--- config.mk ---
export PLATFORM = sky130hd
export DESIGN_NAME = port_crossbar_pin_assign
export DESIGN_NICKNAME = d
export VERILOG_FILES = /design/src/crossbar_pkg.sv /design/src/input_sync.sv /design/src/port_crossbar_pin_assign.sv
export VERILOG_INCLUDE_DIRS = /design/src /design/src/src
export SDC_FILE = /design/constraint.sdc
export NUM_CORES = 1
export LEC_CHECK = 0
export BUFFER_PORTS_ARGS = -buffer_cell sky130_fd_sc_hd__buf_4
export CORE_MARGIN = 4
export CORE_UTILIZATION = 30
export DETAILED_ROUTE_END_ITERATION = 10
export GPL_ROUTABILITY_DRIVEN = 0
export MAX_ROUTING_LAYER = met4
export PLACE_DENSITY_LB_ADDON = 0.05
export SLEW_MARGIN = 20
export SYNTH_ARGS = -nofsm -noshare
export SYNTH_HDL_FRONTEND = slang
export SYNTH_HIERARCHICAL = 1
export SYNTH_SLANG_ARGS = --single-unit
--- constraint.sdc ---
create_clock -name mclk -period 6 [get_ports mclk]
set_clock_uncertainty 0.15 [all_clocks]
set_input_delay 0.9 -clock mclk [delete_from_list [all_inputs] [get_ports mclk]]
set_output_delay 0.9 -clock mclk [all_outputs]
set_load 0.01 [all_outputs]
--- src/crossbar_defines.svh ---
// Register offsets, field positions, reset values and behaviour overview of the port crossbar
`ifndef CROSSBAR_DEFINES_SVH
`define CROSSBAR_DEFINES_SVH
// Overview of operation
// - Two-wire bus enable places data and clock pins together, never one alone.
// - Serial transmit, when enabled, always sits on pin 4.
// - Serial receive, when enabled, always sits on pin 5.
// - Serial transmit and receive are enabled independently.
// - Leftover pins stay general purpose; unskipped ones all lie above the priority-placed ones.
// - Analog pin loses pull-up, output driver and digital receiver.
// - Input type bit one means digital, zero means analog.
// - All pins are digital inputs after reset.
// - Drive type bit picks open-drain or push-pull, also for peripherals other than the two-wire pins.
// - Two-wire data and clock pins are always open-drain.
// - With pull-up disable clear, open-drain pins get the weak pull-up.
// - Pull-up disable bit never affects push-pull pins.
// - Pull-up is off while an open-drain pin drives low.
// - Writing one to the crossbar enable bit starts routing.
// - Crossbar off turns every pin driver off; digital pins stay inputs, analog pins stay analog.
// - Counter field routes none, output 0, outputs 0-1, or outputs 0-2.
// - Routing bit 5 places the asynchronous comparator output.
// - Routing bit 4 places the synchronous comparator output.
// - Routing bit 3 places the inverted system clock output.
// - Each enabled signal except serial transmit and receive takes the lowest free pin, in fixed priority order.
// - Skipped pins count as taken; the next signal goes further up.

`define ADDR_SKIP_MASK 8'hE1
`define ADDR_PERIPH_SEL 8'hE2
`define ADDR_GLOBAL_CTRL 8'hE3
`define ADDR_PIN_CLAIMED 8'hE4
`define ADDR_INPUT_TYPE 8'hF1
`define ADDR_DRIVE_TYPE 8'hF4

`define RST_SKIP_MASK 8'h00
`define RST_PERIPH_SEL 8'h00
`define RST_GLOBAL_CTRL 8'h00
`define RST_INPUT_TYPE 8'hFF
`define RST_DRIVE_TYPE 8'h00

`define SKIP_WRITABLE 8'h7F
`define GLOBAL_WRITABLE 8'hC0

`define BIT_TX_ROUTE 0
`define BIT_RX_ROUTE 1
`define BIT_TWOWIRE_ROUTE 2
`define BIT_CLK_ROUTE 3
`define BIT_CMP_SYNC_ROUTE 4
`define BIT_CMP_ASYNC_ROUTE 5
`define BIT_CEX_HI 7
`define BIT_CEX_LO 6
`define BIT_PULLUP_DISABLE 7
`define BIT_CROSSBAR_ON 6

`define TX_PIN 4
`define RX_PIN 5
`endif

--- src/crossbar_pkg.sv ---
// Types shared by the port crossbar files
package crossbar_pkg;
  // Code value is also the placement priority, lowest first
  typedef enum logic [3:0] {
    FN_GPIO = 4'h0,
    FN_TX = 4'h1,
    FN_RX = 4'h2,
    FN_SDA = 4'h3,
    FN_SCL = 4'h4,
    FN_CMP_SYNC = 4'h5,
    FN_CMP_ASYNC = 4'h6,
    FN_CLK_INV = 4'h7,
    FN_COUNTER_MODULE_OUT0 = 4'h8,
    FN_CEX1 = 4'h9,
    FN_CEX2 = 4'hA
  } pin_func_t;

  // Peripheral levels heading for the pins; bus lines low means pull low
  typedef struct packed {
    logic tx;
    logic sda;
    logic scl;
    logic cmp_sync;
    logic cmp_async;
    logic clk_inv;
    logic [2:0] cex;
  } periph_out_t;

  // Pin levels handed back to the peripherals
  typedef struct packed {
    logic rx;
    logic sda;
    logic scl;
  } periph_in_t;
endpackage

--- src/input_sync.sv ---
// Two-stage synchroniser for asynchronous pin levels
`timescale 1ns/1ps
module input_sync #(
  parameter int WIDTH = 8
)
(
  input wire logic mclk,
  input wire logic rst_b,
  input wire logic [WIDTH-1:0] d,
  output logic [WIDTH-1:0] q
);
  logic [WIDTH-1:0] meta_q;

  // First stage feeds only the second; idle pins read high
  always_ff @(posedge mclk)
  begin
    if (!rst_b)
    begin
      meta_q <= '1;
      q <= '1;
    end
    else
    begin
      meta_q <= d;
      q <= meta_q;
    end
  end
endmodule

--- src/port_crossbar_pin_assign.sv ---
// Priority crossbar placing peripheral signals on an 8-pin port
`timescale 1ns/1ps
`include "crossbar_defines.svh"
module port_crossbar_pin_assign
(
  input wire logic mclk,
  input wire logic rst_b,
  input wire logic [7:0] reg_addr,
  input wire logic [7:0] reg_wdata,
  input wire logic reg_wr,
  input wire logic reg_rd,
  output logic [7:0] reg_rdata,
  input wire crossbar_pkg::periph_out_t periph_out,
  output crossbar_pkg::periph_in_t periph_in,
  input wire logic [7:0] gpio_latch,
  input wire logic [7:0] pin_in,
  output logic [7:0] pin_out,
  output logic [7:0] pin_oe,
  output logic [7:0] pin_pullup_en,
  output logic [7:0] pin_rx_en,
  output logic [7:0] pin_level
);
  localparam int PINS = 8;

  logic [7:0] skip_q;
  logic [7:0] sel_q;
  logic [7:0] glob_q;
  logic [7:0] in_type_q;
  logic [7:0] drv_type_q;
  logic [7:0] rdata_d;
  logic [7:0] rdata_q;
  logic [7:0] pin_sync;
  logic [7:0] claimed_d;
  logic [7:0] placed_d;
  logic [7:0] assigned_d;
  logic [10:0] req;
  logic found;
  logic xbar_on;
  crossbar_pkg::pin_func_t func_d [PINS];
  logic [7:0] is_sda_v;
  logic [7:0] is_scl_v;
  crossbar_pkg::periph_in_t periph_in_d;
  crossbar_pkg::periph_in_t periph_in_q;

  assign xbar_on = glob_q[`BIT_CROSSBAR_ON];

  // Pin levels cross into the clock domain before any logic sees them
  input_sync #(
    .WIDTH(PINS)
  ) u_sync (
    .mclk(mclk),
    .rst_b(rst_b),
    .d(pin_in),
    .q(pin_sync)
  );

  // Configuration registers; writes land at the next edge
  always_ff @(posedge mclk)
  begin
    if (!rst_b)
    begin
      skip_q <= `RST_SKIP_MASK;
      sel_q <= `RST_PERIPH_SEL;
      glob_q <= `RST_GLOBAL_CTRL;
      in_type_q <= `RST_INPUT_TYPE;
      drv_type_q <= `RST_DRIVE_TYPE;
    end
    else if (reg_wr)
    begin
      unique case (reg_addr)
        `ADDR_SKIP_MASK: skip_q <= reg_wdata & `SKIP_WRITABLE;
        `ADDR_PERIPH_SEL: sel_q <= reg_wdata;
        `ADDR_GLOBAL_CTRL: glob_q <= reg_wdata & `GLOBAL_WRITABLE;
        `ADDR_INPUT_TYPE: in_type_q <= reg_wdata;
        `ADDR_DRIVE_TYPE: drv_type_q <= reg_wdata;
        default: ;
      endcase
    end
  end

  // Read mux; unmapped addresses answer zero
  always_comb
  begin
    unique case (reg_addr)
      `ADDR_SKIP_MASK: rdata_d = skip_q;
      `ADDR_PERIPH_SEL: rdata_d = sel_q;
      `ADDR_GLOBAL_CTRL: rdata_d = glob_q;
      `ADDR_PIN_CLAIMED: rdata_d = assigned_d;
      `ADDR_INPUT_TYPE: rdata_d = in_type_q;
      `ADDR_DRIVE_TYPE: rdata_d = drv_type_q;
      default: rdata_d = 8'h00;
    endcase
  end

  // Read data stand only in the cycle after the strobe
  always_ff @(posedge mclk)
  begin
    if (!rst_b)
      rdata_q <= 8'h00;
    else if (reg_rd)
      rdata_q <= rdata_d;
    else
      rdata_q <= 8'h00;
  end

  assign reg_rdata = rdata_q;

  // Priority decoder, rebuilt every cycle from the registers
  always_comb
  begin
    claimed_d = skip_q & `SKIP_WRITABLE;
    placed_d = 8'h00;
    found = 1'b0;
    for (int p = 0; p < PINS; p++)
      func_d[p] = crossbar_pkg::FN_GPIO;
    req = '0;
    req[crossbar_pkg::FN_SDA] = sel_q[`BIT_TWOWIRE_ROUTE];
    req[crossbar_pkg::FN_SCL] = sel_q[`BIT_TWOWIRE_ROUTE];
    req[crossbar_pkg::FN_CMP_SYNC] = sel_q[`BIT_CMP_SYNC_ROUTE];
    req[crossbar_pkg::FN_CMP_ASYNC] = sel_q[`BIT_CMP_ASYNC_ROUTE];
    req[crossbar_pkg::FN_CLK_INV] = sel_q[`BIT_CLK_ROUTE];
    req[crossbar_pkg::FN_COUNTER_MODULE_OUT0] = |sel_q[`BIT_CEX_HI:`BIT_CEX_LO];
    req[crossbar_pkg::FN_CEX1] = sel_q[`BIT_CEX_HI];
    req[crossbar_pkg::FN_CEX2] = &sel_q[`BIT_CEX_HI:`BIT_CEX_LO];
    // Fixed serial pins ignore both skip mask and priority
    if (sel_q[`BIT_TX_ROUTE])
    begin
      claimed_d[`TX_PIN] = 1'b1;
      func_d[`TX_PIN] = crossbar_pkg::FN_TX;
    end
    if (sel_q[`BIT_RX_ROUTE])
    begin
      claimed_d[`RX_PIN] = 1'b1;
      func_d[`RX_PIN] = crossbar_pkg::FN_RX;
    end
    // Bus pins go as a pair; with one free pin neither is placed
    if ($countones(~claimed_d) < 2)
    begin
      req[crossbar_pkg::FN_SDA] = 1'b0;
      req[crossbar_pkg::FN_SCL] = 1'b0;
    end
    // Enum order is the priority order
    for (int s = crossbar_pkg::FN_SDA; s <= crossbar_pkg::FN_CEX2; s++)
    begin
      found = 1'b0;
      for (int p = 0; p < PINS; p++)
      begin
        if (req[s] && !found && !claimed_d[p])
        begin
          claimed_d[p] = 1'b1;
          placed_d[p] = 1'b1;
          func_d[p] = crossbar_pkg::pin_func_t'(4'(s));
          found = 1'b1;
        end
      end
    end
  end

  // Pins holding a peripheral signal, shown to software
  always_comb
  begin
    assigned_d = placed_d;
    assigned_d[`TX_PIN] = placed_d[`TX_PIN] | sel_q[`BIT_TX_ROUTE];
    assigned_d[`RX_PIN] = placed_d[`RX_PIN] | sel_q[`BIT_RX_ROUTE];
  end

  // Per-pin cell: value pick, drive mode, pull-up and receiver
  for (genvar p = 0; p < PINS; p++)
  begin : g_pin
    logic val;
    logic is_smb;
    logic pp;
    logic drive;
    logic oe_d;

    always_comb
    begin
      unique case (func_d[p])
        crossbar_pkg::FN_TX: val = periph_out.tx;
        crossbar_pkg::FN_RX: val = 1'b1;
        crossbar_pkg::FN_SDA: val = periph_out.sda;
        crossbar_pkg::FN_SCL: val = periph_out.scl;
        crossbar_pkg::FN_CMP_SYNC: val = periph_out.cmp_sync;
        crossbar_pkg::FN_CMP_ASYNC: val = periph_out.cmp_async;
        crossbar_pkg::FN_CLK_INV: val = periph_out.clk_inv;
        crossbar_pkg::FN_COUNTER_MODULE_OUT0: val = periph_out.cex[0];
        crossbar_pkg::FN_CEX1: val = periph_out.cex[1];
        crossbar_pkg::FN_CEX2: val = periph_out.cex[2];
        default: val = gpio_latch[p];
      endcase
    end

    assign is_smb = (func_d[p] == crossbar_pkg::FN_SDA) || (func_d[p] == crossbar_pkg::FN_SCL);
    assign pp = drv_type_q[p] && !is_smb;
    // Receive pin is input only; analog pins never drive
    assign drive = xbar_on && in_type_q[p] && (func_d[p] != crossbar_pkg::FN_RX);
    assign oe_d = drive && (pp || !val);
    assign is_sda_v[p] = xbar_on && in_type_q[p] && (func_d[p] == crossbar_pkg::FN_SDA);
    assign is_scl_v[p] = xbar_on && in_type_q[p] && (func_d[p] == crossbar_pkg::FN_SCL);

    // Registered pad controls; reset leaves a pulled-up digital input
    always_ff @(posedge mclk)
    begin
      if (!rst_b)
      begin
        pin_out[p] <= 1'b0;
        pin_oe[p] <= 1'b0;
        pin_pullup_en[p] <= 1'b1;
        pin_rx_en[p] <= 1'b1;
        pin_level[p] <= 1'b1;
      end
      else
      begin
        pin_out[p] <= oe_d && val;
        pin_oe[p] <= oe_d;
        // Pull-up only on digital open-drain pins not pulling low
        pin_pullup_en[p] <= in_type_q[p] && !pp && !glob_q[`BIT_PULLUP_DISABLE] && !oe_d;
        pin_rx_en[p] <= in_type_q[p];
        pin_level[p] <= in_type_q[p] ? pin_sync[p] : 1'b1;
      end
    end

  end

  // Bus lines read back from their pins, idle high when unrouted
  always_comb
  begin
    periph_in_d.sda = &(~is_sda_v | pin_sync);
    periph_in_d.scl = &(~is_scl_v | pin_sync);
    if (xbar_on && sel_q[`BIT_RX_ROUTE] && in_type_q[`RX_PIN])
      periph_in_d.rx = pin_sync[`RX_PIN];
    else
      periph_in_d.rx = 1'b1;
  end

  always_ff @(posedge mclk)
  begin
    if (!rst_b)
      periph_in_q <= '1;
    else
      periph_in_q <= periph_in_d;
  end

  assign periph_in = periph_in_q;

  // Checks over the whole port
  logic [7:0] free_v;
  logic [7:0] low_free;
  logic [7:0] cex_v;

  assign free_v = ~claimed_d;
  assign low_free = free_v & (~free_v + 8'h01);

  always_comb
  begin
    cex_v = 8'h00;
    for (int p = 0; p < PINS; p++)
      cex_v[p] = (func_d[p] >= crossbar_pkg::FN_COUNTER_MODULE_OUT0) && (func_d[p] <= crossbar_pkg::FN_CEX2);
  end
endmodule

==> results.yml <==
setup_path:
  max_stage_delay_ns: 0.61
  crit_fanout: 12
  critPathCapture: "pin_pullup_en[7]$_SDFF_PN1_"
  critPathCaptureType: "flip-flop"
  cp_common_cell: "fa_2"
  crit_start: "skip_q[0]$_SDFFE_PN0P_"
  regToRegStartpoint: "skip_q[0]$_SDFFE_PN0P_"
  crit_slowest_cell: "or4_4"
  critical_path.cell_chain: "ha_1, fa_1, fa_2, nor2_4, inv_1, fa_2, o21ai_1, a311oi_2, a211oi_2, nor3_1, buf_4, or4_4, a21o_1, nand2_1, o22ai_1, o31a_1, a221o_1, a2111oi_2, a31oi_2, a2bb2oi_1"
  crit_type: "flip-flop to flip-flop"
  cp.required_ns: 6.05
  crit_path_start_kind: "flip-flop"
  arrival_ns: 5.83
  rr_endpoint: "pin_pullup_en[7]$_SDFF_PN1_"
  worst-r2r-cell-count: 20
  rrSetupSlack_ns: 0.22
floorplanning:
  core_mm2: 0.0214
  num_rows: 53
  die_w_um: 156
  die_y_um: 156
  die_area_mm2: 0.0244
  initial_core_util_pct: 30.9
  pin_count: 96
finish:
  final_util_pct: 39.7
  num-nets-final: 1059
  drive_above_1_share_pct: 24.7
  diodes: 0
  area_growth_syn_to_layout_pct: 28.6
  final_area_mm2: 0.00848
placed_design:
  dp_hpwl_um: 20200
  portBuffers: 95
  preCtsSetupSlack_ns: 0.0292
  placed_cell_area_mm2: 0.00795
status:
  status: "finished, final reports clean"
power_and_ir_drop:
  ir_drop_mv: 0.131
  finalPower_mw: 1.37
  powerDensity_mw_per_mm2: 161
  p_leak_nw: 3.22
hold_path:
  hp-class: "flip-flop to flip-flop"
  holdCritStartpoint: "u_sync/meta_q[6]$_SDFF_PN1_"
sta:
  period_needed_ns: 5.78
  hold_viol_final: 0
  tns_ns: 0
  tightest_slew_ns: 0.908
  relSlewSlack_pct: 39.2
  post-route-period-util_pct: 96.3
  slew_violations: 0
  fin_ws_ns: 0.224
  max_freq_mhz: 173
  setup_viol: 0
clocking:
  clock-sinks: 100
  cts_made_buffers: 9
  cts-root-buf: "clkbuf_16"
  cts_max_level: 3
  path_clk_slew_ns: 0.07
  clockBufferDepth: 2
  cts_tree: "built"
  insertion_delay_ns: 0.35
route:
  detail_route.wl_per_cell_um: 20.6
  vias: 7231
  ant_nets: 0
  viasPerCell: 5.61
  first_pass_iters: 5
  routed_wl_um: 26500
  first_iter_violations: 464
  drc: 0
run:
  cap_viol_max_count: 0
global_route:
  gr-total-overflow: 0
  grt_pass1_wl_um: 40300
  grt_pass1_vias: 6823
  grt_max_degree: 61
  antenna_found_initial: 0
  grt_usage_pct: 21.4
yosys:
  async_flop_share_pct: 0
  yosys-top-cells-area: "dfxtp_1 30%, nand2_1 6.8%, nor2_1 4.7%"
  synth-seq-cells: 100
  synthDominantCellAreaShare_pct: 30.4
  synth-main-ff-cell: "dfxtp_1"
  syn_area_mm2: 0.00660
  synth.avg_cell_area_um2: 7.49
  syn_inst: 880
  ys_types: 93
  synth.yosys.warnings: 6
  yosys.area.top_type: "dfxtp_1"
  yosysSeqAreaShare_pct: 30.4
  synth.net_count: 931
  synth-edff-count: 0
-- power breakdown --
part,internal [mW],switching (mW),leakage (nW)
registers,0.670,0.00220,0.811
clock network,0.332,0.274,0.150
logic,0.0388,0.0517,2.26
-- synth_stat cells (9+ instances only) --
cell,count
inv_1,19
clkbuf_1,39
and2_1,13
a21oi_1,62
nor3_1,20
o21ai_1,9
dfxtp_1,100
nand3_1,53
nor2_1,83
nor2b_1,10
nand2b_1,23
a211oi_1,10
o22ai_1,11
o21a_1,12
o31ai_1,10
a31oi_1,22
o211ai_1,11
mux2i_1,14
o21ai_0,38
nand2_1,120
a21boi_0,12
-- worst max-delay path: cells and delay by family (launching register included) --
family,cells,cell delay (ns)
AOI/OAI and AO/OA,10,2.22
adders and majority gates,4,1.81
buffers and inverters,2,0.22
DFF,1,0.31
and+or+nand+nor,4,0.90
-- what timing repair did --
item | CTS | global route
endpoints found under the setup margin | 0 | 18
resized for setup | 0 | 40
buffers inserted | 0 | 5
hold buffers | 0 | 0
-- cell type report --
class                   instances  area, um2
fillers                      2336      12900
inverters                      19       71.3
clock buffers                   9        225
flip-flops and latches        100       2000
multi-input cells             704       4440
repair buffers                174       1320
well taps                     275        344
clock inverters                 7       82.6
-- cells in the final DEF (no fill, tap or decap), drive strengths merged, types with 8 or more instances in the layout --
cell	count
nand3	53
mux2i	14
a21oi	64
inv	23
nor2b	10
buf	174
o22ai	11
o21ai	48
o211ai	11
nor2	86
a31oi	22
o21a	12
a21o	8
nand2b	23
a211oi	12
nand2	120
clkbuf	9
dfxtp	100
nor3	22
o31ai	12
a21boi	14
and2	13
-- worst min path at each step --
| stage | end | slack [ns] | depth (start not counted) |
|---|---|---|---|
| 6_report | u_sync/q[6]$_SDFF_PN1_ | 0.26 | 1 |
| 5_1_grt | u_sync/q[7]$_SDFF_PN1_ | 0.27 | 1 |
| 4_1_cts | u_sync/q[6]$_SDFF_PN1_ | 0.26 | 1 |
| 3_5_place_dp | u_sync/q[6]$_SDFF_PN1_ | 0.24 | 1 |
| 3_3_place_gp | u_sync/q[7]$_SDFF_PN1_ | 0.24 | 1 |
| 2_1_floorplan | u_sync/q[5]$_SDFF_PN1_ | 0.23 | 1 |
-- metrics by stage --
step                      hold slack [ns]  instances
after floorplan                     0.235        880
after global placement              0.238       1267
after detailed placement            0.241       1267
after CTS                           0.258       1283
after global routing                0.267       1288
final                               0.257       1288
-- cell families after synthesis --
| group | share of synthesized area [%] |
|---|---|
| compound gates | 30.7 |
| xor+xnor | 0.531 |
| fa+ha+maj | 2.41 |
| buf+inv | 4.99 |
| flops | 30.4 |
| mux | 2.47 |
| simple gates | 28.5 |
-- routing by layer --
metal | GRT usage, % | share of wire (%) | up-vias
met5 | - | 0 | -
met2 | 32.3 | 45 | 211
met3 | 4.04 | 5.7 | 28
li1 | - | - | 3520
met1 | 30.4 | 48 | 3472
met4 | 3.60 | 1.2 | 0
-- flip-flops by register name (all words and copies together), names as in the netlist --
name / count
pin_rx_en: 8
pin_out: 8
glob_q: 2
pin_pullup_en: 8
pin_level: 8
skip_q: 7
pin_oe: 8
drv_type_q: 8
u_sync/meta_q: 8
reg_rdata: 8
u_sync/q: 8
in_type_q: 8
sel_q: 8
periph_in: 3
Note: power is estimated with default switching activity, not from simulation.
